### config.mk
export PLATFORM = sky130hd
export DESIGN_NAME = ssr_readout
export DESIGN_NICKNAME = d
export VERILOG_FILES = /design/src/shared/ssr_pkg.sv /design/src/hw/ssr_sync.sv /design/src/hw/ssr_readout.sv
export SDC_FILE = /design/constraint.sdc
export NUM_CORES = 1
export LEC_CHECK = 0
export ABC_AREA = 1
export ABC_CLOCK_PERIOD_IN_PS = 2100
export BUFFER_PORTS_ARGS = -buffer_cell sky130_fd_sc_hd__clkbuf_2
export CORE_MARGIN = 2
export CORE_UTILIZATION = 50
export CTS_BUF_LIST = sky130_fd_sc_hd__clkbuf_16
export DETAILED_ROUTE_END_ITERATION = 10
export PLACE_DENSITY_LB_ADDON = 0.12
export SLEW_MARGIN = 20
export SYNTH_ARGS = -nofsm -noshare
export SYNTH_HDL_FRONTEND = slang
export SYNTH_SLANG_ARGS = --single-unit
### constraint.sdc
create_clock -name aclk -period 2.1 [get_ports aclk]
set_clock_uncertainty 0.05 [all_clocks]
set_input_delay 0.315 -clock aclk [delete_from_list [all_inputs] [get_ports aclk]]
set_output_delay 0.315 -clock aclk [all_outputs]
set_load 0.01 [all_outputs]
### src/shared/ssr_pkg.sv
// Shared constants for the serial result readout block
package ssr_pkg;
    // ==========================================
    // Register map (byte addresses)
    localparam logic [7:0]  ADDR_CTRL     = 8'h00; // Control
    localparam logic [7:0]  ADDR_RESULT   = 8'h04; // Next conversion result
    localparam logic [7:0]  ADDR_CONV     = 8'h08; // Conversion length
    localparam logic [7:0]  ADDR_STATUS   = 8'h0c; // Port status
    localparam logic [7:0]  ADDR_LAST     = 8'h10; // Last completed result
    localparam logic [2:0]  IDX_NONE      = 3'h7;  // Unmapped address
    // ==========================================
    // Field positions
    localparam int          CTRL_ENABLE   = 0;     // Conversion engine enable
    localparam int          ST_BUSY       = 0;     // Conversion running
    localparam int          ST_INCOMPLETE = 1;     // Sticky incomplete read, W1C
    localparam int          ST_SELECTED   = 2;     // Port selected
    localparam int          ST_DURING     = 3;     // Read during conversion
    localparam int          ST_COUNT_LSB  = 8;     // Bit count field
    // ==========================================
    // Reset values and timing
    localparam logic        CTRL_RESET    = 1'b1;         // Engine on
    localparam int          CLK_NS        = 10;           // aclk period
    localparam int          CONV_TIME_NS  = 4000;         // Default conversion time
    localparam logic [15:0] CONV_RESET    = 16'(CONV_TIME_NS / CLK_NS);
    localparam logic [4:0]  WORD_BITS     = 5'h10;        // Result width
    localparam logic [1:0]  RESP_OKAY     = 2'h0;         // AXI OKAY
    localparam logic [1:0]  RESP_SLVERR   = 2'h2;         // AXI SLVERR
    // ==========================================
    // Synchronised pin indexes
    localparam int          PIN_SCLK      = 0;
    localparam int          PIN_CS_N      = 1;
    localparam int          PIN_RD_N      = 2;
    localparam int          PIN_CHAIN     = 3;
    localparam int          PIN_CNV_N     = 4;
    localparam int          PIN_EXT       = 5;
    localparam int          PIN_SER       = 6;
    localparam int          PIN_COUNT     = 7;
    localparam logic [6:0]  PIN_RESET     = 7'h16;        // Strobes idle high
    // ==========================================
    // Conversion engine states
    typedef enum logic [0:0] {
        CONV_IDLE = 1'b0,
        CONV_RUN  = 1'b1
    } ssr_conv_t;
endpackage : ssr_pkg

### src/hw/ssr_sync.sv
// Two-flop pin synchroniser with edge detection
`timescale 1ns/1ps
`default_nettype none
module ssr_sync #(
    parameter int              W         = 1,        // Number of pins
    parameter logic [W-1:0]    RESET_VAL = '0        // Idle pin levels
) (
    input  wire logic          aclk,                 // System clock
    input  wire logic          aresetn,              // Sync reset, active low
    input  wire logic [W-1:0]  din,                  // Raw pins
    output logic      [W-1:0]  level,                // Synchronised level
    output logic      [W-1:0]  rise,                 // One-cycle rise pulse
    output logic      [W-1:0]  fall                  // One-cycle fall pulse
);
    // ==========================================
    // Stages
    logic [W-1:0] meta;   // First stage, read only by stage two
    logic [W-1:0] stab;   // Second stage
    logic [W-1:0] prev;   // Delayed copy for edges

    // Shift chain; edges never look at the first stage
    always_ff @(posedge aclk) begin
        if (!aresetn) begin
            meta <= RESET_VAL;
            stab <= RESET_VAL;
            prev <= RESET_VAL;
        end else begin
            meta <= din;
            stab <= meta;
            prev <= stab;
        end
    end

    assign level = stab;
    assign rise  = stab & ~prev;
    assign fall  = ~stab & prev;
endmodule : ssr_sync
`default_nettype wire

### src/hw/ssr_readout.sv
// Slave serial result readout port with AXI4-Lite control
// Behaviour
// - External serial clock when source select high
// - Clock gated by select; drive when strobes low
// - Continuous or idle-high/low clock accepted
// - Select timing picks after or during read
// - New result readable when conversion ends
// - Sixteen bits, MSB first, stable both edges
// - Serial clock up to about 16.7 MHz, each phase at least 3 aclk cycles
// - Chaining only in read-after-conversion mode
// - Chain input sampled on opposite clock edge
// - Previous result readable during conversion
// - Unfinished during-read pulses incomplete flag
// - Serial port only when serial select high
// - Outputs released when select or strobe high
// - Convert start fall runs conversion to end
`timescale 1ns/1ps
`default_nettype none
module ssr_readout (
    input  wire logic        aclk,                   // 100 MHz clock
    input  wire logic        aresetn,                // Sync reset, active low
    // AXI4-Lite slave
    input  wire logic [7:0]  s_axi_awaddr,           // Write address
    input  wire logic        s_axi_awvalid,          // Write address valid
    output logic             s_axi_awready,          // Write address ready
    input  wire logic [31:0] s_axi_wdata,            // Write data
    input  wire logic [3:0]  s_axi_wstrb,            // Byte enables
    input  wire logic        s_axi_wvalid,           // Write data valid
    output logic             s_axi_wready,           // Write data ready
    output logic [1:0]       s_axi_bresp,            // Write response
    output logic             s_axi_bvalid,           // Write response valid
    input  wire logic        s_axi_bready,           // Write response ready
    input  wire logic [7:0]  s_axi_araddr,           // Read address
    input  wire logic        s_axi_arvalid,          // Read address valid
    output logic             s_axi_arready,          // Read address ready
    output logic [31:0]      s_axi_rdata,            // Read data
    output logic [1:0]       s_axi_rresp,            // Read response
    output logic             s_axi_rvalid,           // Read data valid
    input  wire logic        s_axi_rready,           // Read data ready
    // Converter pins
    input  wire logic        serial_clk,             // Host serial clock
    input  wire logic        cs_n,                   // Device select, low
    input  wire logic        rd_n,                   // Read strobe, low
    input  wire logic        chain_data_in,          // Upstream chain data
    input  wire logic        convert_start_n,        // Convert start, falling
    input  wire logic        clock_source_select,    // High: external clock
    input  wire logic        serial_parallel_select, // High: serial port
    output logic             conversion_busy,        // Conversion in progress
    output logic             serial_result_out,      // Serial data out
    output logic             serial_result_oe_n,     // Low while driving
    output logic             incomplete_read_flag    // One-cycle pulse
);
    // ==========================================
    // Pin synchronisers
    logic [ssr_pkg::PIN_COUNT-1:0] pin_raw;   // Raw pins
    logic [ssr_pkg::PIN_COUNT-1:0] pin_lvl;   // Synced levels
    logic [ssr_pkg::PIN_COUNT-1:0] pin_rise;  // Synced rises
    logic [ssr_pkg::PIN_COUNT-1:0] pin_fall;  // Synced falls

    assign pin_raw = {serial_parallel_select, clock_source_select, convert_start_n,
                      chain_data_in, rd_n, cs_n, serial_clk};

    ssr_sync #(
        .W         (ssr_pkg::PIN_COUNT),
        .RESET_VAL (ssr_pkg::PIN_RESET)
    ) u_sync (
        .aclk    (aclk),
        .aresetn (aresetn),
        .din     (pin_raw),
        .level   (pin_lvl),
        .rise    (pin_rise),
        .fall    (pin_fall)
    );

    // ==========================================
    // Registers and state
    logic        ctrl_enable;     // Engine enable
    logic [15:0] result_reg;      // Result of the running conversion
    logic [15:0] conv_cycles;     // Conversion length in cycles
    logic [15:0] result_q;        // Last completed result
    logic        incomplete;      // Sticky incomplete read
    ssr_pkg::ssr_conv_t conv_state; // Engine state
    logic [15:0] conv_cnt;        // Cycles left
    logic [15:0] shreg;           // Output shift register
    logic [4:0]  bit_cnt;         // Bits shifted, saturates
    logic        chain_bit;       // Chain bit caught on rise
    logic        during;          // Read started during conversion
    logic        sel_q;           // Select seen last cycle

    // ==========================================
    // Port decode
    wire port_on   = pin_lvl[ssr_pkg::PIN_SER]
                   & pin_lvl[ssr_pkg::PIN_EXT];
    wire sel       = port_on & ~pin_lvl[ssr_pkg::PIN_CS_N]; // Clock gate
    wire drv       = sel & ~pin_lvl[ssr_pkg::PIN_RD_N];
    wire sel_start = sel & ~sel_q;                          // Select just asserted
    // Edge detection works for any idle level or a free clock
    // Limit: each serial clock phase must last at least 3 aclk cycles
    wire sck_rise  = sel & pin_rise[ssr_pkg::PIN_SCLK];
    wire sck_fall  = sel & pin_fall[ssr_pkg::PIN_SCLK];
    wire busy      = (conv_state == ssr_pkg::CONV_RUN);
    wire cnv_go    = pin_fall[ssr_pkg::PIN_CNV_N] & ~busy & ctrl_enable;
    wire conv_done = busy & (conv_cnt == 16'h0000);
    wire word_done = (bit_cnt >= ssr_pkg::WORD_BITS);
    // A host that deselects before the last bit has still read too little
    wire rd_short  = conv_done & during & ~word_done;

    // ==========================================
    // Conversion engine
    // A start while running is ignored; a conversion cannot be restarted
    always_ff @(posedge aclk) begin
        if (!aresetn) begin
            conv_state <= ssr_pkg::CONV_IDLE;
            conv_cnt   <= 16'h0000;
            result_q   <= 16'h0000;
        end else if (cnv_go) begin
            conv_state <= ssr_pkg::CONV_RUN;
            conv_cnt   <= (conv_cycles == 16'h0000) ? 16'h0000 : conv_cycles - 16'h0001;
        end else if (conv_done) begin
            conv_state <= ssr_pkg::CONV_IDLE;
            result_q   <= result_reg;
        end else if (busy) begin
            conv_cnt   <= conv_cnt - 16'h0001;               // Count down
        end
    end

    // ==========================================
    // Serial shifter
    // Load on select, reload at conversion end, shift on falling edge
    always_ff @(posedge aclk) begin
        if (!aresetn) begin
            shreg     <= 16'h0000;
            bit_cnt   <= 5'h00;
            chain_bit <= 1'b0;
            during    <= 1'b0;
            sel_q     <= 1'b0;
        end else begin
            sel_q <= sel;
            // An unfinished during-read stays pending until the conversion ends
            if (conv_done) begin
                during <= 1'b0;                              // Conversion over
                if (sel) begin
                    shreg   <= result_reg;
                    bit_cnt <= 5'h00;
                end
            end else if (sel_start) begin
                shreg   <= result_q;
                bit_cnt <= 5'h00;
                during  <= busy;
            end else if (sck_fall) begin
                shreg   <= {shreg[14:0], chain_bit};
                if (!word_done) begin
                    bit_cnt <= bit_cnt + 5'h01;
                end
            end
            // Chain input caught on the edge opposite the shift edge
            if (sck_rise) begin
                chain_bit <= during ? 1'b0 : pin_lvl[ssr_pkg::PIN_CHAIN];
            end
        end
    end

    // ==========================================
    // Pin outputs, all from flops
    // Data shifts on falling edges, so each bit stands over both; select and conversion end reload it
    always_ff @(posedge aclk) begin
        if (!aresetn) begin
            conversion_busy      <= 1'b0;
            serial_result_out    <= 1'b0;
            serial_result_oe_n   <= 1'b1;
            incomplete_read_flag <= 1'b0;
        end else begin
            conversion_busy      <= (cnv_go | busy) & ~conv_done;
            serial_result_out    <= drv & shreg[15];
            serial_result_oe_n   <= ~drv;
            incomplete_read_flag <= rd_short;
        end
    end

    // ==========================================
    // AXI4-Lite slave
    // Decoding shared by read and write paths
    function automatic logic [2:0] reg_index(input logic [7:0] addr);
        case (addr)
            ssr_pkg::ADDR_CTRL:   reg_index = 3'h0;
            ssr_pkg::ADDR_RESULT: reg_index = 3'h1;
            ssr_pkg::ADDR_CONV:   reg_index = 3'h2;
            ssr_pkg::ADDR_STATUS: reg_index = 3'h3;
            ssr_pkg::ADDR_LAST:   reg_index = 3'h4;
            default:              reg_index = ssr_pkg::IDX_NONE;
        endcase
    endfunction : reg_index

    // Byte-lane merge for 16-bit fields
    function automatic logic [15:0] merge16(input logic [15:0] old,
                                            input logic [31:0] data,
                                            input logic [3:0]  strb);
        merge16 = {strb[1] ? data[15:8] : old[15:8], strb[0] ? data[7:0] : old[7:0]};
    endfunction : merge16

    logic [7:0]  aw_addr;   // Held write address
    logic [31:0] w_data;    // Held write data
    logic [3:0]  w_strb;    // Held byte enables
    logic        aw_full;   // Address held
    logic        w_full;    // Data held

    wire       aw_hs       = s_axi_awvalid & s_axi_awready;
    wire       w_hs        = s_axi_wvalid & s_axi_wready;
    wire       ar_hs       = s_axi_arvalid & s_axi_arready;
    wire       wr_go       = aw_full & w_full & ~s_axi_bvalid;
    wire [2:0] wr_idx      = reg_index(aw_addr);
    wire [2:0] rd_idx      = reg_index(s_axi_araddr);
    wire       next_aw     = ~wr_go & (aw_full | aw_hs);
    wire       next_w      = ~wr_go & (w_full | w_hs);
    wire       next_rvalid = ar_hs | (s_axi_rvalid & ~s_axi_rready);
    wire       clr_inc     = wr_go & (wr_idx == 3'h3) & w_strb[0]
                           & w_data[ssr_pkg::ST_INCOMPLETE];
    wire [31:0] status_word = {19'h00000, bit_cnt, 4'h0, during, sel, incomplete, busy};
    wire [31:0] rd_word =
        (rd_idx == 3'h0) ? {31'h00000000, ctrl_enable} :
        (rd_idx == 3'h1) ? {16'h0000, result_reg} :
        (rd_idx == 3'h2) ? {16'h0000, conv_cycles} :
        (rd_idx == 3'h3) ? status_word :
        (rd_idx == 3'h4) ? {16'h0000, result_q} : 32'h00000000;

    // Write channel holds address and data until both are in
    always_ff @(posedge aclk) begin
        if (!aresetn) begin
            aw_full       <= 1'b0;
            w_full        <= 1'b0;
            aw_addr       <= 8'h00;
            w_data        <= 32'h00000000;
            w_strb        <= 4'h0;
            s_axi_awready <= 1'b0;
            s_axi_wready  <= 1'b0;
            s_axi_bvalid  <= 1'b0;
            s_axi_bresp   <= ssr_pkg::RESP_OKAY;
        end else begin
            aw_full       <= next_aw;
            w_full        <= next_w;
            s_axi_awready <= ~next_aw;
            s_axi_wready  <= ~next_w;
            if (aw_hs) begin
                aw_addr <= s_axi_awaddr;
            end
            if (w_hs) begin
                w_data <= s_axi_wdata;
                w_strb <= s_axi_wstrb;
            end
            if (wr_go) begin
                s_axi_bvalid <= 1'b1;
                s_axi_bresp  <= (wr_idx == ssr_pkg::IDX_NONE) ? ssr_pkg::RESP_SLVERR
                                                             : ssr_pkg::RESP_OKAY;
            end else if (s_axi_bready) begin
                s_axi_bvalid <= 1'b0;
            end
        end
    end

    // Register storage; the sticky set wins over a clear
    always_ff @(posedge aclk) begin
        if (!aresetn) begin
            ctrl_enable <= ssr_pkg::CTRL_RESET;
            result_reg  <= 16'h0000;
            conv_cycles <= ssr_pkg::CONV_RESET;
            incomplete  <= 1'b0;
        end else begin
            if (wr_go && wr_idx == 3'h0 && w_strb[0]) begin
                ctrl_enable <= w_data[ssr_pkg::CTRL_ENABLE];
            end
            if (wr_go && wr_idx == 3'h1) begin
                result_reg <= merge16(result_reg, w_data, w_strb);
            end
            if (wr_go && wr_idx == 3'h2) begin
                conv_cycles <= merge16(conv_cycles, w_data, w_strb);
            end
            incomplete <= rd_short | (incomplete & ~clr_inc);
        end
    end

    // Read channel answers one cycle after the address
    always_ff @(posedge aclk) begin
        if (!aresetn) begin
            s_axi_arready <= 1'b0;
            s_axi_rvalid  <= 1'b0;
            s_axi_rdata   <= 32'h00000000;
            s_axi_rresp   <= ssr_pkg::RESP_OKAY;
        end else begin
            s_axi_arready <= ~next_rvalid;
            s_axi_rvalid  <= next_rvalid;
            if (ar_hs) begin
                s_axi_rdata <= rd_word;
                s_axi_rresp <= (rd_idx == ssr_pkg::IDX_NONE) ? ssr_pkg::RESP_SLVERR
                                                            : ssr_pkg::RESP_OKAY;
            end
        end
    end
endmodule : ssr_readout
`default_nettype wire

==> out/results.ini <==
[setup_path]
worstPathRequired_ns = 2.41
crit_type = reg2reg
crit_path_start_kind = flop
critPathMaxFanout = 24
critical_path_arrival_ns = 2.23
rr_startpoint = conv_cnt[0]
worstSetupStartpoint = conv_cnt[0]
cp-end-kind = flop

[sta]
rsz0062_at_grt = no
setup_viol = 0
fin_crit_sh = 0.914
timing.fmax_mhz = 521
final_hold_viol_count = 0
timing.setup.tns_ns = 0
worst_pin_slew_ns = 0.531
period_minus_slack_ns = 1.92
slew_headroom = 0.644
slew_violations = 0

[cts]
cts_buffer_depth = 2
h-tree-depth = 4
clock_latency_ns = 0.43
cts_setup_buffers = 0
cts_tree = done
root_buffer = clkbuf_16
cts_buffers = 17
postCtsResizedCells = 0
ctsHoldBuffers = 0
clk_pin_slew_ns = 0.07
clock-sinks = 162

[place]
dpl_cell_area_um2 = 8230
detailed_place_hpwl_mm = 14.3
gp_congestion = 0.916
placed_cells = 1371
portBuffers = 74

[layout]
post-route-util = 0.578
final_net_count = 1272
multi_input_area_um2 = 3730
syn_to_final_growth_pct = 13.3
stdcell_count = 1403
fill_cells = 1530
fin_area_um2 = 8790
antenna_cells = 0
drive_above_1_share = 0.138
seq_area_um2 = 3240

[logic_synthesis]
ys_warn_count = 0
synthCells = 1133
avgSynthCellArea_um2 = 6.85
ys_seq_area_frac = 0.418
ys.flop_type = dfxtp_1
netlist_area_um2 = 7760
ys_ff_latch = 162
synth_edf_count = 0
synth_cell_types = 39
ys_async_sr_fraction = 0

[global_route]
globalRoute.totalOverflow = 0
grt_pass1_wl_mm = 32.7
grt_pass1_vias = 6418
grt_usage = 0.251
antenna_found_initial = 0
grt_max_degree = 88

[floorplanning]
fp.dieW_um = 129
rows = 45
die_h_um = 129
fp.coreArea_um2 = 15200
io_pins = 111
die_area_um2 = 16500
start_util = 0.510

[power_and_ir_drop]
power.density_nw_per_um2 = 809
ir_drop_mv = 0.555
power_uw = 7110
power.leakage_uw = 0.00405

[outcome]
status = finished, final reports clean

[drt]
drt_first_pass_iters = 7
routed_wl_mm = 20.1
drt_iter0_drc = 581
vias_per_cell = 5.15
postRouteAntennaNets = 0
wl_per_cell_um = 14.3
vias = 7221
remaining_drc_errors = 0

[flow_run]
maxCapViolCount = 0

[min_path]
min-delay-path-class = in2reg
hold_start = chain_data_in

-- critical path, cell delays in order, from the launching register on --
cell     delay [ns]
dfxtp_1        0.34
inv_1          0.08
ha_1           0.21
nand2_2        0.12
nor2_8         0.19
nand3_4        0.16
nand2_2        0.11
nand2_4        0.17
inv_4          0.23
nor2_1         0.07
nor2_1         0.10
-- cells by family after synthesis --
| group | synth area share |
|---|---|
| other | 0.000483 |
| AND/OR/NAND/NOR | 0.305 |
| adder cells (fa/ha/maj) | 0.00645 |
| buffers and inverters | 0.109 |
| AO/OA/AOI/OAI | 0.146 |
| flip-flops | 0.418 |
| XOR/XNOR | 0.0158 |
-- power by group --
part	switching, µW	internal, µW
clock network	1330	1640
logic	566	306
registers	86.6	3180
total	1980	5120
-- metrics by stage --
step | setup slack (ns) | hold slack, ns
2_1_floorplan | 0.525 | 0.340
3_3_place_gp | 0.251 | 0.343
3_5_place_dp | 0.221 | 0.352
4_1_cts | 0.199 | 0.0153
5_1_grt | 0.0415 | 0.0247
6_report | 0.181 | 0.0240
-- cell type report --
class | count | area share
clock inverter | 15 | 0.0154
clock buffer | 17 | 0.0484
sequential | 162 | 0.369
timing repair buffer | 100 | 0.0672
tap | 188 | 0.0268
multi-input combinational | 809 | 0.425
inverter | 112 | 0.0484
-- cells in the mapped netlist (4+ instances only) --
library cell | instances | share of area
clkbuf_1 | 18 | 0.0087
or2_2 | 7 | 0.0056
nor2_1 | 161 | 0.078
nor3_1 | 6 | 0.0039
nand4_1 | 10 | 0.0081
buf_4 | 19 | 0.018
nand3_1 | 67 | 0.043
inv_1 | 103 | 0.050
o21ai_0 | 101 | 0.065
buf_2 | 15 | 0.0097
buf_6 | 9 | 0.013
buf_1 | 4 | 0.0019
xor2_1 | 11 | 0.012
ha_1 | 4 | 0.0065
nand2_2 | 8 | 0.0065
nand2_1 | 281 | 0.14
dfxtp_1 | 162 | 0.42
inv_2 | 7 | 0.0034
a21oi_1 | 97 | 0.063
o211ai_1 | 9 | 0.0087
-- layout by cell type (no fill, tap or decap), types with 4 or more instances in the layout --
cell type	synthesis	layout
nand4_1	10	10
clkbuf_2	1	74
conb_1	1	18
inv_1	103	104
nand3_1	67	67
o211ai_1	9	9
nor2_1	161	161
or2_2	7	7
a21oi_1	97	97
clkbuf_16	0	17
inv_2	7	7
dfxtp_1	162	162
nand2_1	281	281
o21ai_0	101	101
nand2_2	8	8
clkinv_4	0	5
xor2_1	11	11
buf_4	19	24
nor3_1	6	6
ha_1	4	4
-- worst paths after layout --
| path | end | slack [ns] | depth (start not counted) |
|---|---|---|---|
| worst min register to register | u_sync.level[4] | 0.36 | 1 |
| worst max register to register | shreg[2] | 0.18 | 10 |
| worst max-delay path | shreg[2] | 0.18 | 10 |
| worst min-delay path | u_sync.meta[3] | 0.02 | 3 |
-- layer usage --
| metal | vias to the layer above | wire [µm] | global-route usage |
|---|---|---|---|
| li1 | 3724 | - | - |
| met1 | 3259 | 9710 | 0.361 |
| met2 | 208 | 8930 | 0.380 |
| met5 | - | 0 | 0 |
| met3 | 30 | 1030 | 0.0482 |
| met4 | 0 | 418 | 0.0831 |
Note: power is estimated with default switching activity, not from simulation.
